### src/shared/udc_pkg.sv
// Constants and types of the DMA request and mode engine.
// Assumes: 32-bit APB slave and a 32-bit memory master port.
package udc_pkg;
  localparam int NCH = 32;
  // Register byte offsets
  localparam logic [7:0] OFF_ENA_SET  = 8'h00;
  localparam logic [7:0] OFF_ENA_CLR  = 8'h04;
  localparam logic [7:0] OFF_BURST_SET = 8'h08;
  localparam logic [7:0] OFF_BURST_CLR = 8'h0C;
  localparam logic [7:0] OFF_PRIO_SET = 8'h10;
  localparam logic [7:0] OFF_PRIO_CLR = 8'h14;
  localparam logic [7:0] OFF_TBL_BASE = 8'h18;
  localparam logic [7:0] OFF_ALT_STAT = 8'h1C;
  localparam logic [7:0] OFF_STATUS   = 8'h20;
  localparam logic [31:0] VEC_RST     = 32'h0000_0000;
  // Control table layout
  localparam logic [9:0] ALT_HALF     = 10'h200;
  localparam int         SLOT_SHIFT   = 4;
  localparam logic [3:0] CS_SRC       = 4'h0;
  localparam logic [3:0] CS_DST       = 4'h4;
  localparam logic [3:0] CS_CTL       = 4'h8;
  localparam int         TBL_ALIGN    = 10;
  // Control word fields
  localparam int MODE_LSB  = 0;
  localparam int BONLY_BIT = 3;
  localparam int CNT_LSB   = 4;
  localparam int CNT_W     = 11;
  localparam int ARB_LSB   = 15;
  localparam int SSIZE_LSB = 24;
  localparam int SINC_LSB  = 26;
  localparam int DSIZE_LSB = 28;
  localparam int DINC_LSB  = 30;
  localparam logic [3:0] ARB_POW_MAX = 4'hA;
  localparam logic [1:0] INC_NONE    = 2'h3;
  typedef enum logic [2:0] {
    MODE_STOP = 3'h0,
    MODE_BASIC = 3'h1,
    MODE_AUTO = 3'h2,
    MODE_PINGPONG = 3'h3
  } udc_mode_t;
endpackage : udc_pkg

### src/shared/udc_arb_if.sv
// Carries requesting channels to the priority picker and the winner back.
// Assumes: one clock domain, purely combinational picker.
`timescale 1ns/1ns
interface udc_arb_if #(parameter int N = 32);
  logic [N-1:0]         pending;
  logic [N-1:0]         high;
  logic                 win_valid;
  logic [$clog2(N)-1:0] win_idx;
  modport picker (input pending, high, output win_valid, win_idx);
  modport client (output pending, high, input win_valid, win_idx);
endinterface : udc_arb_if

### src/rtl/udc_arbiter.sv
// Fixed priority picker: high group first, then lowest channel number.
// Assumes: inputs stable for the cycle in which the winner is used.
`timescale 1ns/1ns
module udc_arbiter
  import udc_pkg::*;
#(parameter int N = 32)
(
  udc_arb_if.picker arb  // Request and winner bundle
);
  function automatic logic [$clog2(N):0] first_set(input logic [N-1:0] v);
    logic [$clog2(N):0] r;
    r = '0;
    for (int i = N - 1; i >= 0; i--) begin
      if (v[i]) begin
        r = {1'b1, i[$clog2(N)-1:0]};
      end
    end
    return r;
  endfunction : first_set

  wire [$clog2(N):0] hi_pick  = first_set(arb.pending & arb.high);
  wire [$clog2(N):0] any_pick = first_set(arb.pending);
  wire [$clog2(N):0] pick     = hi_pick[$clog2(N)] ? hi_pick : any_pick; // RQ23
  assign arb.win_valid = pick[$clog2(N)];
  assign arb.win_idx   = pick[$clog2(N)-1:0];
endmodule : udc_arbiter

### src/rtl/udc_engine.sv
// DMA request and mode engine: APB registers, arbitration, table walk.
// Assumes: memory port holds mem_ack for one cycle per accepted request.
// Notes on behaviour
// (RQ1) Burst request beats single request on the same channel.
// (RQ2) Single request alone moves one item, then waits.
// (RQ3) Burst moves min(arbitration size, items remaining).
// (RQ4) Burst-only channels ignore single requests; the code serves one in Auto mode when only the control word flag is set.
// (RQ5) Software aligns the control table to 1024 bytes.
// (RQ6) Primary at n*0x10, alternate at 0x200+n*0x10.
// (RQ7) Structure: source end, destination end, control word, unused.
// (RQ8) End pointers are inclusive; fixed sides use them unchanged.
// (RQ9) Control word fields all steer the transfer.
// (RQ10) Count and mode written back; zero and Stop at the end.
// (RQ11) End pointer words are never written back.
// (RQ12) Software rewrites the control word before each transfer.
// (RQ13) Enable set register enables, enable clear register disables.
// (RQ14) Channel disables itself when its whole transfer completes.
// (RQ15) Stop mode moves nothing and disables the channel.
// (RQ16) Basic moves items while items remain and request stands.
// (RQ17) A momentary request in Basic moves just one item.
// (RQ18) Auto runs to completion once a request was seen.
// (RQ19) Ping-Pong alternates primary and alternate structures forever.
// (RQ20) Each Ping-Pong switch pulses the channel interrupt.
// (RQ21) Serial ports raise single and level-4 burst requests.
// (RQ22) USB FIFOs raise only burst requests.
// (RQ23) High priority wins, then lower channel number.
// (RQ24) Arbitration size 1 to 1024, then rearbitrate.
// (RQ25) Disabled channels are ignored entirely.
// (RQ26) Table base register low ten bits read as zero.
//
// Register access over APB and the address map were decided locally.
`timescale 1ns/1ns
module udc_engine
  import udc_pkg::*;
#(parameter int N = 32)
(
  input  wire logic          pclk,       // System clock
  input  wire logic          presetn,    // Async reset, active low
  input  wire logic [7:0]    paddr,      // APB address
  input  wire logic          psel,       // APB select
  input  wire logic          penable,    // APB enable
  input  wire logic          pwrite,     // APB direction
  input  wire logic [31:0]   pwdata,     // APB write data
  output logic      [31:0]   prdata,     // APB read data
  output logic               pready,     // APB ready
  output logic               pslverr,    // APB error, unmapped address
  input  wire logic [N-1:0]  single_req, // Single requests
  input  wire logic [N-1:0]  burst_req,  // Burst requests
  output logic               mem_req,    // Memory request, held to ack
  output logic               mem_we,     // Memory write
  output logic      [31:0]   mem_addr,   // Memory byte address
  output logic      [1:0]    mem_size,   // 0 byte, 1 half, 2 word
  output logic      [31:0]   mem_wdata,  // Memory write data
  input  wire logic [31:0]   mem_rdata,  // Memory read data
  input  wire logic          mem_ack,    // Memory done
  output logic      [N-1:0]  chan_done   // Completion pulse per channel
);
  localparam int CW = $clog2(N);
  typedef enum {S_IDLE, S_CTL, S_SRC, S_DST, S_RD, S_WR, S_WB} udc_state_t;

  // ***********************************************
  // Register bus
  // ***********************************************
  logic [N-1:0]  ena_reg, burst_only_reg, prio_reg, alt_reg, hw_clr_reg;
  logic [31:TBL_ALIGN] tbl_reg;
  logic [31:0]   prdata_reg;
  logic          pready_reg, pslverr_reg;
  udc_state_t    state_reg;
  logic [CW-1:0] ch_reg;

  wire wr_en = psel & penable & pready_reg & pwrite;
  wire w_ena_set = wr_en && paddr == OFF_ENA_SET;
  wire w_ena_clr = wr_en && paddr == OFF_ENA_CLR;
  wire w_bo_set  = wr_en && paddr == OFF_BURST_SET;
  wire w_bo_clr  = wr_en && paddr == OFF_BURST_CLR;
  wire w_pr_set  = wr_en && paddr == OFF_PRIO_SET;
  wire w_pr_clr  = wr_en && paddr == OFF_PRIO_CLR;
  wire w_tbl     = wr_en && paddr == OFF_TBL_BASE;
  wire [N-1:0] wmask = pwdata[N-1:0];
  logic [31:0] rd_mux;
  logic        rd_err;
  wire [31:0] status_word = {(32 - CW - 1)'(0), state_reg != S_IDLE, ch_reg};

  always_comb begin
    rd_err = 1'b0;
    if (paddr == OFF_ENA_SET || paddr == OFF_ENA_CLR) begin
      rd_mux = 32'(ena_reg);
    end else if (paddr == OFF_BURST_SET || paddr == OFF_BURST_CLR) begin
      rd_mux = 32'(burst_only_reg);
    end else if (paddr == OFF_PRIO_SET || paddr == OFF_PRIO_CLR) begin
      rd_mux = 32'(prio_reg);
    end else if (paddr == OFF_TBL_BASE) begin
      rd_mux = {tbl_reg, 10'h000}; // RQ26
    end else if (paddr == OFF_ALT_STAT) begin
      rd_mux = 32'(alt_reg);
    end else if (paddr == OFF_STATUS) begin
      rd_mux = status_word;
    end else begin
      rd_mux = 32'h0000_0000;
      rd_err = 1'b1;
    end
  end

  // No wait state: answer is prepared in the setup cycle
  always_ff @(posedge pclk or negedge presetn) begin
    if (!presetn) begin
      pready_reg  <= 1'b0;
      prdata_reg  <= 32'h0000_0000;
      pslverr_reg <= 1'b0;
    end else begin
      pready_reg  <= psel & ~penable;
      prdata_reg  <= (psel & ~penable & ~pwrite) ? rd_mux : 32'h0000_0000;
      pslverr_reg <= psel & ~penable & rd_err;
    end
  end

  // Software set wins over a same-cycle hardware disable
  always_ff @(posedge pclk or negedge presetn) begin
    if (!presetn) begin
      ena_reg        <= VEC_RST;
      burst_only_reg <= VEC_RST;
      prio_reg       <= VEC_RST;
      tbl_reg        <= '0;
    end else begin
      ena_reg <= (ena_reg & ~hw_clr_reg & ~(w_ena_clr ? wmask : '0))
                 | (w_ena_set ? wmask : '0); // RQ13
      burst_only_reg <= (burst_only_reg & ~(w_bo_clr ? wmask : '0))
                        | (w_bo_set ? wmask : '0);
      prio_reg <= (prio_reg & ~(w_pr_clr ? wmask : '0)) | (w_pr_set ? wmask : '0);
      if (w_tbl) begin
        tbl_reg <= pwdata[31:TBL_ALIGN]; // RQ26
      end
    end
  end

  // ***********************************************
  // Arbitration
  // ***********************************************
  logic [N-1:0] auto_run_reg;
  udc_arb_if #(.N(N)) arb ();
  wire [N-1:0] single_ok = single_req & ~burst_only_reg; // RQ4
  assign arb.pending = ena_reg & ~hw_clr_reg
                       & (burst_req | single_ok | auto_run_reg); // RQ25
  assign arb.high    = prio_reg;
  udc_arbiter #(.N(N)) u_arb (.arb(arb));

  // ***********************************************
  // Transfer engine
  // ***********************************************
  logic [31:0]      ctl_reg, src_end_reg, dst_end_reg, data_reg;
  logic [CNT_W-1:0] rem_reg, burst_left_reg;
  logic             took_burst_reg;

  function automatic logic [31:0] item_addr(input logic [31:0] e,
                                            input logic [CNT_W-1:0] r,
                                            input logic [1:0] inc);
    logic [31:0] back;
    back = 32'(r - CNT_W'(1)) << inc;
    return (inc == INC_NONE) ? e : e - back; // RQ8
  endfunction : item_addr

  wire [CW:0] slot = {alt_reg[ch_reg], ch_reg};
  wire [31:0] ctl_addr = {tbl_reg, 10'(slot) << SLOT_SHIFT} | 32'(CS_CTL); // RQ6 RQ7
  wire [31:0] pick_base = {tbl_reg, 10'(arb.win_idx) << SLOT_SHIFT}
                          | (alt_reg[arb.win_idx] ? 32'(ALT_HALF) : 32'h0000_0000);
  wire [31:0] rd_ctl = mem_rdata;
  udc_mode_t  ctl_mode;
  assign ctl_mode = udc_mode_t'(ctl_reg[MODE_LSB +: 3]);
  wire udc_mode_t rd_mode = udc_mode_t'(rd_ctl[MODE_LSB +: 3]);
  wire [CNT_W-1:0] rd_cnt = rd_ctl[CNT_LSB +: CNT_W];
  wire [3:0] rd_pow = (rd_ctl[ARB_LSB +: 4] > ARB_POW_MAX) ? ARB_POW_MAX
                                                           : rd_ctl[ARB_LSB +: 4];
  wire [CNT_W-1:0] rd_arb = CNT_W'(1) << rd_pow; // RQ24
  wire [CNT_W-1:0] rd_chunk = (rd_arb < rd_cnt) ? rd_arb : rd_cnt; // RQ3
  wire rd_is_auto = rd_mode == MODE_AUTO;
  wire single_blocked = (burst_only_reg[ch_reg] | rd_ctl[BONLY_BIT])
                        & ~took_burst_reg & ~rd_is_auto; // RQ4
  wire [CNT_W-1:0] rem_dec = rem_reg - CNT_W'(1);
  wire [CNT_W-1:0] left_dec = burst_left_reg - CNT_W'(1);
  wire keep_req = (ctl_mode == MODE_AUTO) | (took_burst_reg & burst_req[ch_reg]);
  wire more = rem_dec != '0 && left_dec != '0 && keep_req; // RQ16 RQ17 RQ18
  wire is_pp = ctl_mode == MODE_PINGPONG;
  wire [31:0] wb_word = {ctl_reg[31:CNT_LSB + CNT_W], rem_reg, ctl_reg[BONLY_BIT],
                         rem_reg == '0 ? MODE_STOP : ctl_mode}; // RQ10
  wire [1:0] src_sz = ctl_reg[SSIZE_LSB +: 2];
  wire [1:0] dst_sz = ctl_reg[DSIZE_LSB +: 2];

  always_ff @(posedge pclk or negedge presetn) begin
    if (!presetn) begin
      state_reg <= S_IDLE;
      ch_reg <= '0;
      took_burst_reg <= 1'b0;
      ctl_reg <= 32'h0000_0000;
      src_end_reg <= 32'h0000_0000;
      dst_end_reg <= 32'h0000_0000;
      data_reg <= 32'h0000_0000;
      rem_reg <= '0;
      burst_left_reg <= '0;
      alt_reg <= VEC_RST;
      auto_run_reg <= VEC_RST;
      hw_clr_reg <= VEC_RST;
      chan_done <= VEC_RST;
      mem_req <= 1'b0;
      mem_we <= 1'b0;
      mem_addr <= 32'h0000_0000;
      mem_size <= 2'h2;
      mem_wdata <= 32'h0000_0000;
    end else begin
      hw_clr_reg <= '0;
      chan_done <= '0;
      if (mem_ack) begin
        mem_req <= 1'b0;
      end
      case (state_reg)
        S_IDLE: begin
          if (arb.win_valid) begin
            ch_reg <= arb.win_idx;
            took_burst_reg <= burst_req[arb.win_idx]; // RQ1
            mem_req <= 1'b1;
            mem_we <= 1'b0;
            mem_size <= 2'h2;
            mem_addr <= pick_base | 32'(CS_CTL);
            state_reg <= S_CTL;
          end
        end
        S_CTL: begin
          if (mem_ack) begin
            ctl_reg <= rd_ctl;
            if (rd_mode == MODE_STOP || rd_cnt == '0) begin
              hw_clr_reg[ch_reg] <= 1'b1; // RQ15
              auto_run_reg[ch_reg] <= 1'b0;
              state_reg <= S_IDLE;
            end else if (single_blocked && !auto_run_reg[ch_reg]) begin
              state_reg <= S_IDLE;
            end else begin
              rem_reg <= rd_cnt;
              burst_left_reg <= (took_burst_reg | rd_is_auto) ? rd_chunk
                                                               : CNT_W'(1); // RQ2 RQ9
              mem_req <= 1'b1;
              mem_addr <= ctl_addr - 32'(CS_CTL) + 32'(CS_SRC);
              state_reg <= S_SRC;
            end
          end
        end
        S_SRC: begin
          if (mem_ack) begin
            src_end_reg <= mem_rdata;
            mem_req <= 1'b1;
            mem_addr <= ctl_addr - 32'(CS_CTL) + 32'(CS_DST);
            state_reg <= S_DST;
          end
        end
        S_DST: begin
          if (mem_ack) begin
            dst_end_reg <= mem_rdata;
            mem_req <= 1'b1;
            mem_size <= src_sz;
            mem_addr <= item_addr(src_end_reg, rem_reg, ctl_reg[SINC_LSB +: 2]);
            state_reg <= S_RD;
          end
        end
        S_RD: begin
          if (mem_ack) begin
            data_reg <= mem_rdata;
            mem_req <= 1'b1;
            mem_we <= 1'b1;
            mem_size <= dst_sz;
            mem_wdata <= mem_rdata;
            mem_addr <= item_addr(dst_end_reg, rem_reg, ctl_reg[DINC_LSB +: 2]);
            state_reg <= S_WR;
          end
        end
        S_WR: begin
          if (mem_ack) begin
            rem_reg <= rem_dec;
            burst_left_reg <= left_dec;
            if (more) begin
              mem_req <= 1'b1;
              mem_we <= 1'b0;
              mem_size <= src_sz;
              mem_addr <= item_addr(src_end_reg, rem_dec, ctl_reg[SINC_LSB +: 2]);
              state_reg <= S_RD;
            end else begin
              // Write-back request waits one cycle so it carries the updated count
              mem_size <= 2'h2;
              mem_addr <= ctl_addr;
              state_reg <= S_WB;
            end
          end
        end
        S_WB: begin
          // Only the control word goes back; end pointers are left intact
          if (!mem_req && mem_we) begin
            mem_wdata <= wb_word;
            mem_req <= 1'b1;
          end
          if (mem_ack && mem_addr == ctl_addr && mem_wdata == wb_word) begin
            mem_we <= 1'b0;
            state_reg <= S_IDLE;
            auto_run_reg[ch_reg] <= (rem_reg != '0) && (ctl_mode == MODE_AUTO);
            if (rem_reg == '0) begin
              chan_done[ch_reg] <= 1'b1; // RQ20
              if (is_pp) begin
                alt_reg[ch_reg] <= ~alt_reg[ch_reg]; // RQ19
              end else begin
                hw_clr_reg[ch_reg] <= 1'b1; // RQ14
              end
            end
          end
        end
        default: state_reg <= S_IDLE;
      endcase
    end
  end

  assign prdata  = prdata_reg;
  assign pready  = pready_reg;
  assign pslverr = pslverr_reg;
endmodule : udc_engine

### config.mk
export PLATFORM = sky130hd
export DESIGN_NAME = udc_engine
export DESIGN_NICKNAME = d
export VERILOG_FILES = /design/src/shared/udc_pkg.sv /design/src/shared/udc_arb_if.sv /design/src/rtl/udc_arbiter.sv /design/src/rtl/udc_engine.sv
export SDC_FILE = /design/constraint.sdc
export NUM_CORES = 2
export LEC_CHECK = 0
export BUFFER_PORTS_ARGS = -buffer_cell sky130_fd_sc_hd__buf_4
export CAP_MARGIN = 20
export CELL_PAD_IN_SITES_DETAIL_PLACEMENT = 1
export CELL_PAD_IN_SITES_GLOBAL_PLACEMENT = 1
export CORE_MARGIN = 1
export CORE_UTILIZATION = 40
export CTS_BUF_LIST = sky130_fd_sc_hd__clkbuf_16
export DETAILED_ROUTE_END_ITERATION = 10
export PLACE_DENSITY_LB_ADDON = 0.1
export SETUP_SLACK_MARGIN = 0.02
export SLEW_MARGIN = 20
export SYNTH_ARGS = -nofsm -noshare
export SYNTH_HDL_FRONTEND = slang
export SYNTH_SLANG_ARGS = --single-unit
### constraint.sdc
create_clock -name pclk -period 8.6 [get_ports pclk]
set_input_delay 1.72 -clock pclk [delete_from_list [all_inputs] [get_ports pclk]]
set_output_delay 1.72 -clock pclk [all_outputs]
set_load 0.005 [all_outputs]
# Word level (Yosys, flattened, before mapping)
# Index checks and enable logic that the tools add are counted.
# Widths: inputs -> output; s select.
[word_totals]
ff_bits = 504
in_bits = 142
word_cells = 338
[op_classes]
add_sub_neg = 9
order_cmp = 5
n_eq_ne = 33
shifts = 4
n_mux = 177
bitwise = 37
reduce_logical = 49
[ops]
columns = ["operator", "count"]
rows = [
  ["$mux 32", 44],
  ["$mux 6", 66],
  ["$and 32x32->32", 8],
  ["$pmux 32 s7", 1],
  ["$not 32->32", 6],
  ["$pmux 32 s2", 3],
  ["$pmux 32 s6", 1],
  ["$or 32x32->32", 5],
  ["$mux 11", 10],
  ["$eq 32x3->1 const B", 3],
  ["$shl 32x2->32", 3],
  ["$sub 32x32->32", 3],
  ["$bwmux 32", 2],
  ["$eq 32x2->1 const B", 2],
  ["$eq 32x32->1", 2],
  ["$pmux 11 s2", 2],
  ["$reduce_bool 11->1", 3],
  ["$add 32x3->32 const B", 1],
  ["$eq 32x1->1 const B", 1],
  ["$eq 8x5->1 const B", 4],
  ["$logic_not 32->1", 1],
  ["$or 32x10->32", 1],
  ["$reduce_bool 32->1", 1],
  ["$sub 32x4->32 const B", 1],
  ["other kinds (44)", 140],
]

# Longest topological paths before layout
[depth]
ltp_word = 45
depth_mapped = 28
ltp_nobuf = 25

# Hierarchy
# A second synthesis with hierarchy kept.
[hier_totals]
cells_unflattened = 3440
hier_area_um2 = 31406.4
[by_module_without_submodules]
columns = ["module", "n_inst", "cells_per_inst", "area_each_um2", "seq_area_each_um2"]
rows = [
  ["udc_engine", 1, 3287, 30426.7, 11612.4],
  ["udc_arbiter", 1, 153, 979.7, 0.0],
]

# Worst setup path after synthesis
# OpenSTA, ideal clock, no wires.
[synth_path]
path_type = "flip-flop to flip-flop"
start = "register rem_reg[0]"
end = "register mem_addr[31]"
t_arrival_ns = 5.316
required_ns = 8.518
path_slack_ns = 3.202
stages_incl_launch_ff = 26
path_buffers = 3
cell_sequence = "dfrtp_1 clkbuf_1 clkbuf_1 inv_1 ha_1 buf_6 nor3b_1 xnor2_1 or3b_1 or3b_1 nor3_2 nand3_2 nor2_1 nor2_1 nor2_1 a21oi_1 ha_1 nand2_1 o31a_1 a21oi_1 a211oi_1 o31ai_1 a21oi_1 nor4_1 a211oi_1 a31oi_1"
[synth_between]
elab_chain_len = 8
word_cells_on_any_way = 20
cone_classes = "6 x add/sub; 3 x shift; 8 x mux; 3 x reduce/logical"
[synth_lines]
columns = ["element", "line_no", "text"]
rows = [
  ["from (decl)", "udc_engine.sv:151", "logic [CNT_W-1:0] rem_reg, burst_left_reg;"],
  ["from (signal assigned)", "udc_engine.sv:236", "rem_reg <= rd_cnt;"],
  ["from (signal assigned)", "udc_engine.sv:275", "rem_reg <= rem_dec;"],
  ["$sub 11x1->11", "udc_engine.sv:178", "wire [CNT_W-1:0] rem_dec = rem_reg - CNT_W'(1);"],
  ["$sub 11x1->12", "udc_engine.sv:158", "back = 32'(r - CNT_W'(1)) << inc;"],
  ["$shl 32x2->32", "udc_engine.sv:158", ""],
  ["$sub 32x32->32", "udc_engine.sv:159", "return (inc == INC_NONE) ? e : e - back;"],
  ["$mux 32", "udc_engine.sv:159", ""],
  ["$mux 32", "udc_engine.sv:277", "if (more) begin"],
  ["$mux 32", "udc_engine.sv:274", "if (mem_ack) begin"],
  ["$pmux 32 s6 (*)", "udc_engine.sv:214", "case (state_reg)"],
  ["to (signal assigned)", "udc_engine.sv:222", "mem_addr <= pick_base | 32'(CS_CTL);"],
  ["to (signal assigned)", "udc_engine.sv:281", "mem_addr <= item_addr(src_end_reg, rem_dec, ctl_reg[SINC_LSB +: 2]);"],
  ["to (signal assigned)", "udc_engine.sv:286", "mem_addr <= ctl_addr;"],
  ["to (decl)", "udc_engine.sv:51", "output logic [31:0] mem_addr,"],
]
# Every way passes the cells marked *; elsewhere a longest branch is shown, timed or not. The select of a mux whose other input is x is not followed.
# A chain may end at the register's enable or synchronous reset.

# Final worst setup path
[layout_path]
start = "register rem_reg[0]"
end = "register mem_addr[24]"
# The elaborated chain is that of the path after synthesis.

==> flow_metrics.py <==
metrics = {
    "drt": {
        "ant_nets": 0,
        "met3_length_um": 8640,
        "wl_per_cell_um": 30.5,
        "avgViaCountPerCell": 6.40,
        "drt_iter0_drc": 2616,
        "met2_wirelength_um": 68400,
        "via_count": 29802,
        "highest_layer": "met4",
        "wl_met1_um": 58700,
        "route.detailed.drc": 0,
        "routed_wl_um": 142000,
        "first_pass_iters": 7,
    },
    "critical_path": {
        "cpMostUsedCell": "nor2_1",
        "cp_max_fo": 26,
        "endpoint_kind": "flip-flop",
        "arrival_ns": 7.51,
        "required_ns": 9.17,
        "slowest_stage": "xnor2_1",
        "crit_chain": "inv_1, ha_1, nor3b_1, xnor2_1, or3b_1, or3b_1, nor3_2, nand3_2, nor2_1, nor2_1, nor2_1, a21oi_1, ha_1, nor3_1, nand2_1, o211ai_1, a31oi_1, a21boi_0, o21ai_0, o21a_1, o21ai_0, mux2i_1, nand2_1, a31oi_1",
        "slowest_delay_ns": 0.72,
        "path_class": "flip-flop to flip-flop",
        "cp-start-kind": "flip-flop",
    },
    "cells_and_area": {
        "layout_commonest_cell": "dfrtp_1",
        "nFillCells": 8682,
        "antenna_cells": 0,
        "multi_input_area_sq_um": 18200,
        "layout_common_cells": "dfrtp_1 (461), nand2_1 (355), buf_4 (333)",
        "syn2layout_area_growth_pct": 16.9,
        "regArea_sq_um": 11600,
        "final_cell_area_sq_um": 36100,
        "nets": 3829,
        "drive_above_1_share_pct": 19.2,
    },
    "timing": {
        "rsz0062_at_grt": "no",
        "fin_crit_ns": 6.94,
        "worstMarginPinSlew_ns": 1.21,
        "fmax_mhz": 144,
        "skew_ns": 0.0415,
        "setup_viol": 0,
        "final_max_slew_viol_count": 0,
        "final.setup.tns_ns": 0,
        "maxSlewHeadroom_pct": 18.9,
        "finalCritPeriodShare_pct": 80.8,
        "hold_violations": 0,
    },
    "yosys": {
        "dominantRegCellSynth": "dfrtp_1",
        "syn-instance-count": 3383,
        "synth_seq_cells": 464,
        "synth_mux_area_share_pct": 11.6,
        "syn_area_per_cell_sq_um": 9.13,
        "synth_top_family_by_area": "compound AO/OA/AOI/OAI gates",
        "synth_xor_area_share_pct": 3.96,
        "ys_warn_count": 0,
        "yosysUniqueCellTypes": 106,
        "ys_seq_area_share_pct": 37.6,
        "synthSimpleGateAreaFrac_pct": 16.4,
        "synthAdderAreaFrac_pct": 4.53,
        "synthArstFlopShare_pct": 100,
        "synth_area_sq_um": 30900,
        "synth_compound_area_share_pct": 22.2,
        "synth_edf_count": 0,
        "synth_fp_nets": 3635,
    },
    "cts": {
        "htreeDepth": 2,
        "ctsResizeCount": 0,
        "cts.clk_slew.worst_paths_ns": 0.06,
        "cts_hold_buf": 0,
        "cts_tree": "yes",
        "post_cts_buffers": 0,
        "cts_buffers": 57,
        "root_buffer": "clkbuf_16",
        "clk_path_buf_depth": 3,
        "clock_latency_ns": 0.68,
        "clkSinkCount": 464,
    },
    "global_routing": {
        "grt_usage_pct": 36.0,
        "grt_max_degree": 125,
        "antenna_found_initial": 0,
        "grt_pass1_wl_um": 210000,
        "grt_pass1_vias": 30896,
        "overflow": 0,
    },
    "power": {
        "p_leak_nw": 15.6,
        "power_density_nw_per_um2": 404,
        "peakVddDrop_mv": 0.163,
    },
    "die": {
        "initial_utilization_pct": 40.5,
        "dieArea_sq_um": 78300,
        "die_width_um": 280,
        "fp-row-count": 101,
        "coreArea_sq_um": 76200,
        "ios": 276,
        "die_y_um": 280,
    },
    "place": {
        "portBuffers": 275,
        "gp_congestion": 0.971,
        "dpl.hpwl_um": 104000,
        "placed_cell_area_sq_um": 34000,
    },
    "min_path": {
        "hold_class": "flip-flop to flip-flop",
    },
    "flow_run": {
        "drv_cap": 0,
    },
    "run_status": {
        "status": "complete, no violations",
    },
}
-- final timing paths --
| kind | start | to | slack, ns | cells after the start |
|---|---|---|---|---|
| min in group asynchronous | presetn | chan_done[6] | 1.11 | 1 |
| hold / removal | arb.high[15] | arb.high[15] | 0.53 | 1 |
| setup / recovery | rem_reg[0] | mem_addr[24] | 1.66 | 24 |
| setup reg to reg | rem_reg[0] | mem_addr[24] | 1.66 | 24 |
| hold reg to reg | arb.high[15] | arb.high[15] | 0.53 | 1 |
| max in group asynchronous | presetn | ctl_reg[24] | 6.00 | 2 |
-- critical path: cells and delay by family (launching register included) --
| kind | cells | cell delay (ns) |
|---|---|---|
| AND/OR/NAND/NOR | 11 | 2.74 |
| XOR/XNOR | 1 | 0.72 |
| AO/OA/AOI/OAI | 8 | 1.61 |
| multiplexers | 1 | 0.23 |
| adder cells (fa/ha/maj) | 2 | 0.60 |
| buffers and inverters | 1 | 0.22 |
| flip-flops | 1 | 0.71 |
-- cell usage after synthesis, drive strengths merged, types with 39 or more instances --
cell | count | share of area, %
nand2b | 49 | 0.99
a22o | 67 | 1.9
buf | 41 | 0.78
clkbuf | 159 | 1.9
a31oi | 79 | 1.6
inv | 81 | 0.98
dfrtp | 463 | 38
nor2 | 339 | 4.1
a21o | 39 | 0.95
nand3 | 43 | 0.71
o31ai | 51 | 1.3
mux2 | 162 | 5.9
nor2b | 79 | 1.6
mux2i | 83 | 2.7
nor3 | 66 | 1.1
a21oi | 275 | 4.5
o21ai | 174 | 2.8
xor2 | 51 | 1.4
mux4 | 41 | 3.0
xnor2 | 87 | 2.5
ha | 107 | 4.3
nand2 | 357 | 4.4
-- routing by layer --
| layer | GRT usage [%] | up-vias |
|---|---|---|
| met2 | 60.1 | 1183 |
| met1 | 46.8 | 15423 |
| met3 | 4.86 | 303 |
| met5 | 0 | - |
| met4 | 15.1 | 0 |
| li1 | - | 12893 |
-- report_power, final --
part           internal [W]  switching, W
clock               0.00166       0.00110
sequential          0.00262      0.000775
combinational       0.00323       0.00518
-- cell type report --
| class | instances | share of cell area [%] |
|---|---|---|
| inverter | 81 | 0.842 |
| clock inverter | 49 | 1.92 |
| multi-input combinational | 2638 | 50.5 |
| sequential | 464 | 32.2 |
| clock buffer | 57 | 3.95 |
| timing repair buffer | 335 | 7.02 |
| tap | 1030 | 3.57 |
-- through the flow --
step | hold slack [ns] | util, % | power (W) | setup slack [ns] | instances
3_5_place_dp | 0.519 | 44.6 | 0.0116 | 1.70 | 4548
2_1_floorplan | 0.473 | - | 0.00867 | 3.20 | 3383
5_1_grt | 0.557 | 47.4 | 0.0154 | 1.09 | 4654
3_3_place_gp | 0.498 | 44.6 | 0.0115 | 1.94 | 4548
6_report | 0.532 | 47.4 | 0.0146 | 1.66 | 4654
4_1_cts | 0.531 | 47.4 | 0.0145 | 1.70 | 4654
-- cells by family (layout without fill, tap and decap cells) --
family | after synthesis | count (layout)
AND/OR/NAND/NOR | 1087 | 1087
AO/OA/AOI/OAI | 1017 | 1017
flip-flops | 464 | 464
multiplexers | 286 | 286
buffers and inverters | 281 | 522
XOR/XNOR | 138 | 138
adder cells (fa/ha/maj) | 110 | 110
Note: power is estimated with default switching activity, not from simulation.
